$ cat src/hdl/srd_pkg.sv
/*
 * constants and types of the spacewire receive descriptor dma channel.
 * assumes one system clock; the memory port and the character stream
 * come from logic on that clock.
 */
// What this block does
// - the table is one kilobyte: at most 128 slots of eight bytes.
// - after a slot is consumed the selector advances by one slot.
// - passing the last slot wraps the selector back to the table base.
// - return-to-base flag sends the next fetch to slot zero, else step 0x8.
// - selector may start mid-table at any 8-byte aligned value; wrap still applies.
// - completion interrupt only when slot notify bit and interrupt enable are set.
// - without byte option, buffers get whole-word writes, final partial word too.
// - with byte option, any alignment and only received bytes are written.
// - bit 31 of word 0 reports truncation at the channel maximum length.
// - bit 30 of word 0 reports a payload check error, zero otherwise.
// - head check fail flag reports a header check error, zero otherwise.
// - error end flag reports a packet ended by an error end marker.
// - received byte count holds bytes stored; valid once slot-armed is clear.
// - word 1 is the buffer pointer; low two bits ignored without byte option.
// - no reception activity at all until receive-allow is set.
// - with receive-allow and slots-posted set, storing starts when data arrives.
// - a fully stored packet clears slot-armed, validating status and count.
// - an unarmed slot clears slots-posted and stops fetching until set again.
// - packets beyond the maximum length are cut, excess dropped, and reported.
package srd_pkg;

  // ****************************************
  // register map
  // ****************************************
  localparam int unsigned SRD_ADDR_W = 8;
  localparam logic [7:0] SRD_REG_CTRL = 8'h00;
  localparam logic [7:0] SRD_REG_TABLE = 8'h04;
  localparam logic [7:0] SRD_REG_MAXLEN = 8'h08;

  localparam int unsigned SRD_CTRL_ALLOW = 0;
  localparam int unsigned SRD_CTRL_POSTED = 1;
  localparam int unsigned SRD_CTRL_IRQEN = 2;
  localparam int unsigned SRD_CTRL_ACTIVE = 3;
  localparam int unsigned SRD_CTRL_RCVD = 4;
  localparam int unsigned SRD_CTRL_BUSERR = 5;

  localparam int unsigned SRD_TBL_BASE_LSB = 10;
  localparam int unsigned SRD_SEL_LSB = 3;
  localparam int unsigned SRD_SEL_W = 7;
  localparam int unsigned SRD_LEN_W = 25;
  localparam logic [24:0] SRD_MAXLEN_RESET = 25'h1FFFFFC;

  // ****************************************
  // slot word 0 fields
  // ****************************************
  localparam int unsigned SRD_D0_CUT = 31;
  localparam int unsigned SRD_D0_PAYLOAD = 30;
  localparam int unsigned SRD_D0_HEAD = 29;
  localparam int unsigned SRD_D0_EEND = 28;
  localparam int unsigned SRD_D0_NOTIFY = 27;
  localparam int unsigned SRD_D0_RETURN = 26;
  localparam int unsigned SRD_D0_ARMED = 25;
  localparam logic [31:0] SRD_D1_OFFSET = 32'h00000004;

  // ****************************************
  // types
  // ****************************************
  typedef enum logic [2:0] {
    SRD_IDLE, SRD_FETCH0, SRD_FETCH1, SRD_RECV, SRD_WRITE, SRD_STATUS, SRD_SPILL
  } srd_state_t;

  typedef struct packed {
    logic valid;
    logic we;
    logic [31:0] addr;
    logic [31:0] wdata;
    logic [3:0] be;
  } srd_mem_req_t;

  typedef struct packed {
    logic ack;
    logic err;
    logic [31:0] rdata;
  } srd_mem_rsp_t;

  typedef struct packed {
    logic [7:0] data;
    logic last;
    logic eep;
    logic head_err;
    logic payload_err;
  } srd_rx_char_t;

  // slot address: base plus selector times eight plus word offset
  function automatic logic [31:0] srd_slot_addr(input logic [21:0] base,
                                                input logic [6:0] sel,
                                                input logic [31:0] off);
    srd_slot_addr = {base, sel, 3'h0} + off;
  endfunction : srd_slot_addr

endpackage : srd_pkg

$ cat src/hdl/srd_rx_dma.sv
/*
 * receive descriptor dma channel: fetches slots, stores packet bytes,
 * writes back status and advances the selector.
 * assumes a memory master port whose ack comes on this clock and a
 * character stream from the link logic on the same clock.
 */
`timescale 1ns/1ns
module srd_rx_dma #(
  parameter bit BYTE_GRAN = 1'b0
) (
  // clock, reset, enable
  input wire logic clock,
  input wire logic resetn,
  input wire logic clk_en,
  // register port
  input wire logic [srd_pkg::SRD_ADDR_W-1:0] reg_addr,
  input wire logic [31:0] reg_wdata,
  input wire logic reg_wr,
  input wire logic reg_rd,
  output logic [31:0] reg_rdata,
  // memory master
  output srd_pkg::srd_mem_req_t mem_req,
  input srd_pkg::srd_mem_rsp_t mem_rsp,
  // received characters
  input wire logic rx_valid,
  input srd_pkg::srd_rx_char_t rx_char,
  output logic rx_ready,
  // completion notice
  output logic rx_irq
);
  import srd_pkg::*;

  // ****************************************
  // state
  // ****************************************
  typedef struct packed {
    srd_state_t state;
    logic allow;
    logic posted;
    logic irq_en;
    logic rcvd;
    logic buserr;
    logic [21:0] base;
    logic [6:0] sel;
    logic [24:0] maxlen;
    logic [31:0] rdata;
    logic notify;
    logic ret;
    logic [31:0] bptr;
    logic [24:0] count;
    logic [31:0] wbuf;
    logic [3:0] be;
    logic [29:0] wword;
    logic cut;
    logic pfail;
    logic hfail;
    logic eend;
    logic last_seen;
    logic irq;
  } srd_st_t;

  srd_st_t q;
  srd_st_t d;
  logic [31:0] word0;

  assign word0 = {q.cut, q.pfail, q.hfail, q.eend, q.notify, q.ret, 1'b0, q.count};

  // ****************************************
  // memory requests
  // ****************************************
  always_comb begin
    mem_req = '0;
    case (q.state)
      SRD_FETCH0: begin
        mem_req.valid = clk_en;
        mem_req.addr = srd_slot_addr(q.base, q.sel, 32'h00000000);
      end
      SRD_FETCH1: begin
        mem_req.valid = clk_en;
        mem_req.addr = srd_slot_addr(q.base, q.sel, SRD_D1_OFFSET);
      end
      SRD_WRITE: begin
        mem_req.valid = clk_en;
        mem_req.we = 1'b1;
        mem_req.addr = {q.wword, 2'b00};
        mem_req.wdata = q.wbuf;
        // whole word unless the byte option is built in
        mem_req.be = BYTE_GRAN ? q.be : 4'hF;
      end
      SRD_STATUS: begin
        mem_req.valid = clk_en;
        mem_req.we = 1'b1;
        mem_req.addr = srd_slot_addr(q.base, q.sel, 32'h00000000);
        mem_req.wdata = word0;
        mem_req.be = 4'hF;
      end
      default: begin
        mem_req = '0;
      end
    endcase
  end

  // held off while frozen so no character is taken and lost
  assign rx_ready = clk_en && (q.state == SRD_RECV || q.state == SRD_SPILL);
  assign reg_rdata = q.rdata;
  assign rx_irq = q.irq;

  // ****************************************
  // next state
  // ****************************************
  always_comb begin
    logic set_rcvd;
    logic set_err;
    logic clr_posted;
    logic room;
    logic [1:0] lane;
    logic [3:0] nbe;
    set_rcvd = 1'b0;
    set_err = 1'b0;
    clr_posted = 1'b0;
    room = q.count < q.maxlen;
    lane = q.bptr[1:0];
    nbe = q.be;
    d = q;
    d.irq = 1'b0;
    d.rdata = 32'h00000000;

    case (q.state)
      SRD_IDLE: begin
        // nothing moves until software allows it
        if (q.allow && q.posted && rx_valid) begin
          d.state = SRD_FETCH0;
          d.count = '0;
          d.cut = 1'b0;
          d.pfail = 1'b0;
          d.hfail = 1'b0;
          d.eend = 1'b0;
          d.last_seen = 1'b0;
          d.be = 4'h0;
          d.wbuf = 32'h00000000;
        end
      end
      SRD_FETCH0: begin
        if (mem_rsp.ack) begin
          if (mem_rsp.err) begin
            set_err = 1'b1;
            d.state = SRD_SPILL;
          end else if (!mem_rsp.rdata[SRD_D0_ARMED]) begin
            // packet stays queued until slots are posted again
            clr_posted = 1'b1;
            d.state = SRD_IDLE;
          end else begin
            d.notify = mem_rsp.rdata[SRD_D0_NOTIFY];
            d.ret = mem_rsp.rdata[SRD_D0_RETURN];
            d.state = SRD_FETCH1;
          end
        end
      end
      SRD_FETCH1: begin
        if (mem_rsp.ack) begin
          if (mem_rsp.err) begin
            set_err = 1'b1;
            d.state = SRD_SPILL;
          end else begin
            d.bptr = BYTE_GRAN ? mem_rsp.rdata : {mem_rsp.rdata[31:2], 2'b00};
            d.state = SRD_RECV;
          end
        end
      end
      SRD_RECV: begin
        if (rx_valid) begin
          if (rx_char.last) begin
            d.last_seen = 1'b1;
            d.eend = rx_char.eep;
            d.hfail = rx_char.head_err;
            d.pfail = rx_char.payload_err;
          end
          if (room) begin
            d.wbuf[lane*8 +: 8] = rx_char.data;
            nbe[lane] = 1'b1;
            d.be = nbe;
            d.wword = q.bptr[31:2];
            d.bptr = q.bptr + 32'h00000001;
            d.count = q.count + 25'h0000001;
          end else begin
            // excess bytes are dropped, only the flag remains
            d.cut = 1'b1;
          end
          if (nbe != 4'h0 && ((room && lane == 2'h3) || rx_char.last)) begin
            d.state = SRD_WRITE;
          end else if (rx_char.last) begin
            d.state = SRD_STATUS;
          end
        end
      end
      SRD_WRITE: begin
        if (mem_rsp.ack) begin
          d.be = 4'h0;
          d.wbuf = 32'h00000000;
          if (mem_rsp.err) begin
            set_err = 1'b1;
            d.state = q.last_seen ? SRD_IDLE : SRD_SPILL;
          end else begin
            d.state = q.last_seen ? SRD_STATUS : SRD_RECV;
          end
        end
      end
      SRD_STATUS: begin
        if (mem_rsp.ack) begin
          if (mem_rsp.err) begin
            set_err = 1'b1;
          end else begin
            set_rcvd = 1'b1;
            d.irq = q.notify && q.irq_en;
            // 7-bit selector rolls over at the table end by itself
            d.sel = q.ret ? 7'h00 : q.sel + 7'h01;
          end
          d.state = SRD_IDLE;
        end
      end
      SRD_SPILL: begin
        if (rx_valid && rx_char.last) begin
          d.state = SRD_IDLE;
        end
      end
      default: begin
        d.state = SRD_IDLE;
      end
    endcase

    // ****************************************
    // register writes
    // ****************************************
    if (clr_posted) begin
      d.posted = 1'b0;
    end
    if (set_err) begin
      // a bus fault shuts the channel until software re-enables it
      d.allow = 1'b0;
    end
    if (reg_wr) begin
      case (reg_addr)
        SRD_REG_CTRL: begin
          d.allow = reg_wdata[SRD_CTRL_ALLOW];
          d.posted = reg_wdata[SRD_CTRL_POSTED];
          d.irq_en = reg_wdata[SRD_CTRL_IRQEN];
          if (reg_wdata[SRD_CTRL_RCVD]) begin
            d.rcvd = 1'b0;
          end
          if (reg_wdata[SRD_CTRL_BUSERR]) begin
            d.buserr = 1'b0;
          end
        end
        SRD_REG_TABLE: begin
          d.base = reg_wdata[31:SRD_TBL_BASE_LSB];
          d.sel = reg_wdata[SRD_TBL_BASE_LSB-1:SRD_SEL_LSB];
        end
        SRD_REG_MAXLEN: begin
          d.maxlen = {reg_wdata[SRD_LEN_W-1:2], 2'b00};
        end
        default: begin
          d.maxlen = d.maxlen;
        end
      endcase
    end
    // hardware events win over a clear in the same cycle
    if (set_rcvd) begin
      d.rcvd = 1'b1;
    end
    if (set_err) begin
      d.buserr = 1'b1;
    end

    // ****************************************
    // register reads
    // ****************************************
    if (reg_rd) begin
      case (reg_addr)
        SRD_REG_CTRL: begin
          d.rdata[SRD_CTRL_ALLOW] = q.allow;
          d.rdata[SRD_CTRL_POSTED] = q.posted;
          d.rdata[SRD_CTRL_IRQEN] = q.irq_en;
          d.rdata[SRD_CTRL_ACTIVE] = q.state != SRD_IDLE;
          d.rdata[SRD_CTRL_RCVD] = q.rcvd;
          d.rdata[SRD_CTRL_BUSERR] = q.buserr;
        end
        SRD_REG_TABLE: begin
          d.rdata = {q.base, q.sel, 3'h0};
        end
        SRD_REG_MAXLEN: begin
          d.rdata = {7'h00, q.maxlen};
        end
        default: begin
          d.rdata = 32'h00000000;
        end
      endcase
    end
  end

  // ****************************************
  // registers
  // ****************************************
  always_ff @(posedge clock or negedge resetn) begin
    if (!resetn) begin
      q <= '0;
      q.state <= SRD_IDLE;
      q.maxlen <= SRD_MAXLEN_RESET;
    end else if (clk_en) begin
      q <= d;
    end
  end

endmodule : srd_rx_dma

$ cat config.mk
export PLATFORM = sky130hd
export DESIGN_NAME = srd_rx_dma
export DESIGN_NICKNAME = d
export VERILOG_FILES = /design/src/hdl/srd_pkg.sv /design/src/hdl/srd_rx_dma.sv
export SDC_FILE = /design/constraint.sdc
export NUM_CORES = 1
export LEC_CHECK = 0
export ABC_CLOCK_PERIOD_IN_PS = 3900
export CAP_MARGIN = 10
export CORE_MARGIN = 1.5
export CORE_UTILIZATION = 35
export CTS_BUF_LIST = sky130_fd_sc_hd__clkbuf_4 sky130_fd_sc_hd__clkbuf_8
export DETAILED_ROUTE_END_ITERATION = 8
export DONT_BUFFER_PORTS = 1
export PLACE_DENSITY = 0.45
export SLEW_MARGIN = 20
export SYNTH_ARGS = -nofsm -noshare
export SYNTH_HDL_FRONTEND = slang
export SYNTH_SLANG_ARGS = --single-unit
$ cat constraint.sdc
create_clock -name clock -period 3.9 [get_ports clock]
set_clock_uncertainty 0.15 [all_clocks]
set_input_delay 0.585 -clock clock [delete_from_list [all_inputs] [get_ports clock]]
set_output_delay 0.585 -clock clock [all_outputs]
set_load 0.05 [all_outputs]
==> results by group, run 1 <==
Timing
  • Slew Viols, Final: 0
  • # setup viols final: 0
  • Worst hold slack: -0.438 ns
  • RSZ-0062 raised after global routing: no
  • Fmax: approximately 280 MHz
  • Fin. Hold Viols: 223
  • Relative slew slack: 0.310
  • Minimum clock period: between 3 and 4 ns
  • Final setup TNS: 0 ns
  • Worst slew pin tran: ~1.0 ns
  • Post-route clock period utilization: 0.928

Routing
  • Vias: slightly below 10000
  • Antenna Nets Post-Route: 0
  • Initial drt markers: 587
  • Vias per Instance: roughly 5.5
  • Routed WL: 41700 um
  • DRC viols: 0
  • Detailed Routing Iterations Pass 1: 4
  • Routed len/inst: approximately 23 um

Global routing
  • Initial antenna violation count: 0
  • Vias in the first global route: 9629
  • Total GRT Usage: 0.230
  • Gr ovfl total: 0
  • First-pass GRT wire length: between 60000 and 70000 um
  • Largest net degree at the start of global routing: roughly 220

Synthesis
  • Ys async rst share: 1.00
  • Sequential share of the synthesized area: 0.460
  • Mapped Cells: between 1000 and 1500
  • Number of synthesized flops with an enable pin: 0
  • Synth top area share: 0.411
  • Ys flop type: dfrtp_1
  • Average size of a mapped cell: a little over 9 um2
  • Mapped Area: ~12000 um2
  • Count leader, synth: dfrtp_1
  • Top cells by count, synth: dfrtp_1 (200), nand2_1 (192), a22o_1 (107), o21ai_0 (103), inv_1 (87)
  • Synthesis Warnings: 0
  • #FFs+latches synth: between 200 and 250
  • Post-synth top area cell: dfrtp_1
  • Area contributors post-synth: dfrtp_1 (41%), a22o_1 (7.7%), nand2_1 (5.9%)
  • Count of cell types in the netlist: 70

Critical path
  • R2R setup slack: around 0.28 ns
  • Crit-path max cell delay: between 0.5 and 0.6 ns
  • Startpoint types: flip-flop
  • Worst Setup End Kind: flip-flop
  • Arr. time, crit path: between 3 and 4 ns
  • CP max FO: 21
  • Critical path type: flip-flop to flip-flop
  • Buf+Inv Stages, Crit Path: 2
  • Top Family by Delay on Critical Path: compound AO/OA/AOI/OAI gates
  • Slowest cell on crit path: dfstp_2
  • CP Cell Sequence: inv_1, ha_1, a21oi_1, o21ai_0, a221oi_2, and3_1, nand2_1, buf_4, o41ai_1, a22o_1
  • Worst EP required: roughly 4.3 ns

Final layout
  • Sequential cell area: about 5600 um2
  • Ant diodes: 0
  • Final #Nets: 1429
  • Area growth from synthesis to layout: 14.1%
  • Multi-input gate area: 5660 um2
  • Fill cells: approximately 3500
  • Post-layout util: 0.405
  • Fraction of final layout cells sized beyond drive strength 1: 0.136

Clock network
  • Hold Buf Count CTS: 44
  • CTS tree: built
  • Clock buffer depth: 3
  • Post-CTS setup buffer count: 0
  • Clock Latency Late Sink: about 0.58 ns
  • Clock-pin slew on the worst setup and hold paths: ~0.060 ns
  • Cts repair resizes: 0
  • Sink Count: ~220
  • CTS HTree Levels: 2
  • Total CTS buffers: 44
  • Root buffer cell: clkbuf_8

Placement
  • Detailed Place HPWL: 29300 um
  • Port buffer count: 0
  • GP Congestion: 0.814

Floorplanning
  • Die area: between 30000 and 40000 um2
  • Core ar.: roughly 34000 um2
  • Rows: 68
  • Die Ht: approximately 190 um
  • Die Wd: between 150 and 200 um
  • I/O pin count: slightly below 200
  • Initial Util: 0.355

Hold path
  • Hold/Removal Path Class: input port to asynchronous set/reset pin

Run status
  • Status: finished, violations left
  • Failing checks: negative hold slack

Run
  • Total of max-cap violations: 0

Pwr
  • Peak supply drop: around 270 uV
  • PD cells: between 600 and 700 nW/um2
  • Leak: between 6 and 7 nW
  • Total Power: approximately 0.0084 W
-- sequential cells by signal, indices dropped and copies added (netlist names) --
name / count
q: 190
reg_rdata: 32
rx_irq: 1
-- stage by stage --
stage	worst slack, ns	cell area (um2)	instances	hold WS (ns)
detailed placement	0.292	12400	1674	0.151
floorplan	0.703	12200	1313	0.139
finish	0.281	13900	1800	-0.438
global placement	0.359	12400	1674	0.153
CTS	0.269	13900	1800	-0.470
global route	0.0975	13900	1800	-0.463
-- power by group --
group	switching [W]	internal, W	total [W]
Combinational	0.00157	0.000745	0.00231
Clock	0.00111	0.00168	0.00279
Sequential	0.000534	0.00275	0.00329
Total	0.00321	0.00518	0.00839
-- layer usage --
layer / GRT usage / share of wire
met4: 0.0641 / 0.021
met1: 0.344 / 0.48
met3: 0.0537 / 0.073
met5: 0 / 0
met2: 0.330 / 0.42
-- cell families after synthesis --
logic type / after synthesis / share of synthesized area
buffers and inverters: 209 / 0.0788
flip-flops: 223 / 0.460
adder cells (fa/ha/maj): 29 / 0.0296
multiplexers: 53 / 0.0478
AO/OA/AOI/OAI: 375 / 0.216
AND/OR/NAND/NOR: 416 / 0.163
other: 1 / 0.000308
XOR/XNOR: 6 / 0.00431
-- path summary, 6_finish.rpt --
kind | cells past startpoint | start | endpoint
max in group asynchronous | 0 | resetn | q[118]
setup / recovery | 10 | q[173] | q[109]
min in group clock | 2 | rx_char[4] | q[48]
setup reg to reg | 10 | q[173] | q[109]
hold / removal | 0 | resetn | reg_rdata[4]
hold reg to reg | 2 | q[24] | q[24]
-- placed cells by master (no fill, tap or decap), types with 10 or more instances in the layout --
cell,instances
mux2_2,28
a32o_1,10
inv_1,87
a22oi_1,20
nor3_1,25
buf_4,25
o22ai_1,33
nand4_1,25
and3_1,35
a21oi_1,32
a22o_1,107
clkbuf_4,15
ha_1,28
o21ai_0,102
nor2_1,47
dfstp_2,23
mux2i_1,11
a21o_1,11
mux2_1,14
dfrtp_1,200
dlygate4sd3_1,43
nand2_1,191
o21ai_1,12
nand3_1,32
clkbuf_8,62
-- cell type report --
type,instances,area share
clock buffers,77,0.0694
clock inverters,5,0.00567
inverters,87,0.0235
multi-input cells,881,0.407
flip-flops and latches,223,0.403
well taps,455,0.0409
repair buffers,72,0.0502
(Power assumes the default switching activity.)
==> run 2: changes to the inputs <==
==> constraint.sdc (replaced) <==
create_clock -name clock -period 3.9 [get_ports clock]
set_clock_uncertainty 0.15 [all_clocks]
set_input_delay 0.39 -clock clock [delete_from_list [all_inputs] [get_ports clock]]
set_output_delay 0.39 -clock clock [all_outputs]
set_load 0.05 [all_outputs]
==> run 2 against run 1 <==
The flow still finishes with violations (negative hold slack). Combinational power is 3% higher. Global-route usage increased by 0.45 points. Via count grew 2.2%.
==> results by group, run 2 (synthesis gave the netlist of run 1 again) <==
Global routing
  • Vias in the first global route: 9948 (+3.3%)
  • Gr ovfl total: 0 (unchanged)
  • Initial antenna violation count: 0 (unchanged)
  • First-pass GRT wire length: 64000 um (+2.0%)
  • Largest net degree at the start of global routing: 224 (unchanged)
  • Total GRT Usage: 0.235 (+0.00445)

Timing
  • Final setup TNS: 0 ns (unchanged)
  • Worst hold slack: -0.654 ns (-0.216 ns)
  • Fmax: 293 MHz (+6.0%)
  • Relative slew slack: 0.442 (+0.132)
  • Fin. Hold Viols: 223 (unchanged)
  • Worst slew pin tran: 0.828 ns (-0.198 ns)
  • Minimum clock period: 3.41 ns (-0.206 ns)
  • Post-route clock period utilization: 0.875 (-0.0528)
  • # setup viols final: 0 (unchanged)
  • RSZ-0062 raised after global routing: no
  • Slew Viols, Final: 0 (unchanged)

Floorplanning
  • I/O pin count: 196 (unchanged)
  • Die Ht: 190 um (unchanged)
  • Rows: 68 (unchanged)
  • Initial Util: 0.355 (unchanged)
  • Die area: 36000 um2 (unchanged)
  • Core ar.: 34400 um2 (unchanged)
  • Die Wd: 190 um (unchanged)

Placement
  • Inst Count DP: 1679 (+0.30%)
  • GP Congestion: 0.804 (-1.2%)
  • Port buffer count: 0 (unchanged)
  • Placed cell area: 12400 um2 (+0.20%)
  • Detailed Place HPWL: 29300 um (about the same)

Pwr
  • PD cells: 575 nW/um2 (-4.6%)
  • Switching pwr: 0.00320 W (-0.29%)
  • Leak: 6.47 nW (+2.6%)
  • Reg power frac: 0.400 (+0.008)
  • Peak supply drop: 264 uV (-3.2%)
  • Internal Power: 0.00502 W (-3.2%)
  • Clock power frac: 0.310 (-0.023)
  • Combinational share of power: 0.290 (+0.014)
  • Sw Ratio: 0.390 (+0.00698)

Final layout
  • Fin cells: 1847 (+2.6%)
  • Design Area, Final: 14300 um2 (+2.7%)
  • Most frequent cells in the layout: dfrtp_1 (200), nand2_1 (191), a22o_1 (107), o21ai_0 (102), dlygate4sd3_1 (88)
  • Final #Nets: 1479 (+3.5%)
  • Fraction of final layout cells sized beyond drive strength 1: 0.133 (-0.00306)
  • Leading cell type in the layout, fill and taps excluded: dfrtp_1
  • Reg with most FFs: q
  • Max reg flops: 190 (unchanged)
  • Area growth from synthesis to layout: 17.2%

Clock network
  • Clock Latency Late Sink: 0.60 ns (+0.02 ns)
  • Clock buffer depth: 3 (unchanged)
  • Root buffer cell: clkbuf_8
  • CTS HTree Levels: 2 (unchanged)
  • CTS tree: built
  • Total CTS buffers: 44 (unchanged)
  • Sink Count: 223 (unchanged)
  • Clock-pin slew on the worst setup and hold paths: 0.06 ns (about the same)
  • Hold Buf Count CTS: 89 (+100%)
  • Cts repair resizes: 0 (unchanged)
  • Post-CTS setup buffer count: 0 (unchanged)

Routing
  • Vias per Instance: 5.50 (-0.39%)
  • Detailed Routing Iterations Pass 1: 8 (+4)
  • Vias: 10154 (+2.2%)
  • Initial drt markers: 591 (+0.68%)
  • Antenna Nets Post-Route: 0 (unchanged)
  • Routed WL: 42000 um (+0.71%)
  • DRC viols: 0 (unchanged)
  • Routed len/inst: 22.7 um (-1.8%)

Critical path
  • Worst Setup End Kind: flip-flop
  • CP max FO: 21 (unchanged)
  • Arr. time, crit path: 3.79 ns (-0.18 ns)
  • Critical path type: flip-flop to flip-flop
  • Startpoint types: flip-flop
  • Worst EP required: 4.28 ns (+0.03 ns)

Run status
  • Status: finished, violations left
  • Failing checks: negative hold slack

Run
  • Total of max-cap violations: 0 (unchanged)

Hold path
  • Hold/Removal Path Class: input port to asynchronous set/reset pin
## run 2: cell count changes in the layout (fill, tap and decap cells not counted)
| cell | before | now |
|---|---|---|
| buf_4 | 25 | 31 |
| clkbuf_4 | 15 | 22 |
| nor3_4 | 0 | 1 |
| bufinv_16 | 2 | 1 |
| nor4_2 | 0 | 1 |
| nor4_1 | 6 | 5 |
| clkbuf_8 | 62 | 52 |
| dlygate4sd3_1 | 43 | 88 |
| diode_2 | 0 | 1 |
| nor3_2 | 2 | 1 |
| buf_12 | 4 | 3 |
## run 2: critical path, stage by stage (launching register included)
cell      delay (ns)
dfstp_2         0.52
inv_1           0.07
ha_1            0.30
a21oi_1         0.15
o21ai_0         0.16
a221oi_2        0.36
buf_4           0.19
and3_1          0.15
buf_4           0.18
nand2_1         0.21
buf_4           0.29
o41ai_1         0.41
a22o_1          0.20
## run 2: power groups by stage
| stage | clock network [W] | registers (W) | logic (W) |
|---|---|---|---|
| final | 0.00255 | 0.00329 | 0.00239 |
| after global routing | 0.00272 | 0.00335 | 0.00260 |
| after CTS | 0.00262 | 0.00327 | 0.00238 |
| after detailed placement | 0 | 0.00331 | 0.00226 |
| after global placement | 0 | 0.00330 | 0.00225 |
| after floorplan | 0 | 0.00307 | 0.00182 |
## run 2: final cells by class
type / instances / area [um2]
clock inverters: 4 / 48.8
clock buffers: 74 / 881
repair buffers: 122 / 1170
diodes: 1 / 2.50
flip-flops and latches: 223 / 5610
multi-input cells: 881 / 5670
well taps: 455 / 569
fillers: 3445 / 20100
inverters: 87 / 327
## run 2: per-layer routing
metal / share of wire / GRT usage / up-vias
met5: 0 / 0 / -
met4: 0.019 / 0.0641 / 0
met3: 0.066 / 0.0524 / 59
met2: 0.43 / 0.340 / 295
met1: 0.48 / 0.349 / 5005
li1: - / - / 4795
## run 2: final timing paths
| check | cells after the start | slack, ns | startpoint | to |
|---|---|---|---|---|
| worst max-delay path | 12 | 0.49 | q[173] | q[109] |
| worst min-delay path | 0 | -0.65 | resetn | reg_rdata[6] |
| worst max register to register | 12 | 0.49 | q[173] | q[109] |
| worst min register to register | 2 | 0.32 | q[6] | q[6] |
| max in group asynchronous | 0 | 3.85 | resetn | q[112] |
| min in group clock | 4 | 0.05 | mem_rsp[25] | q[223] |
## run 2: through the flow
step	setup slack (ns)	util	power [W]
3_3_place_gp	0.245	0.362	0.00556
2_1_floorplan	0.898	-	0.00488
6_report	0.487	0.416	0.00822
4_1_cts	0.281	0.415	0.00828
5_1_grt	0.257	0.416	0.00867
3_5_place_dp	0.264	0.362	0.00557
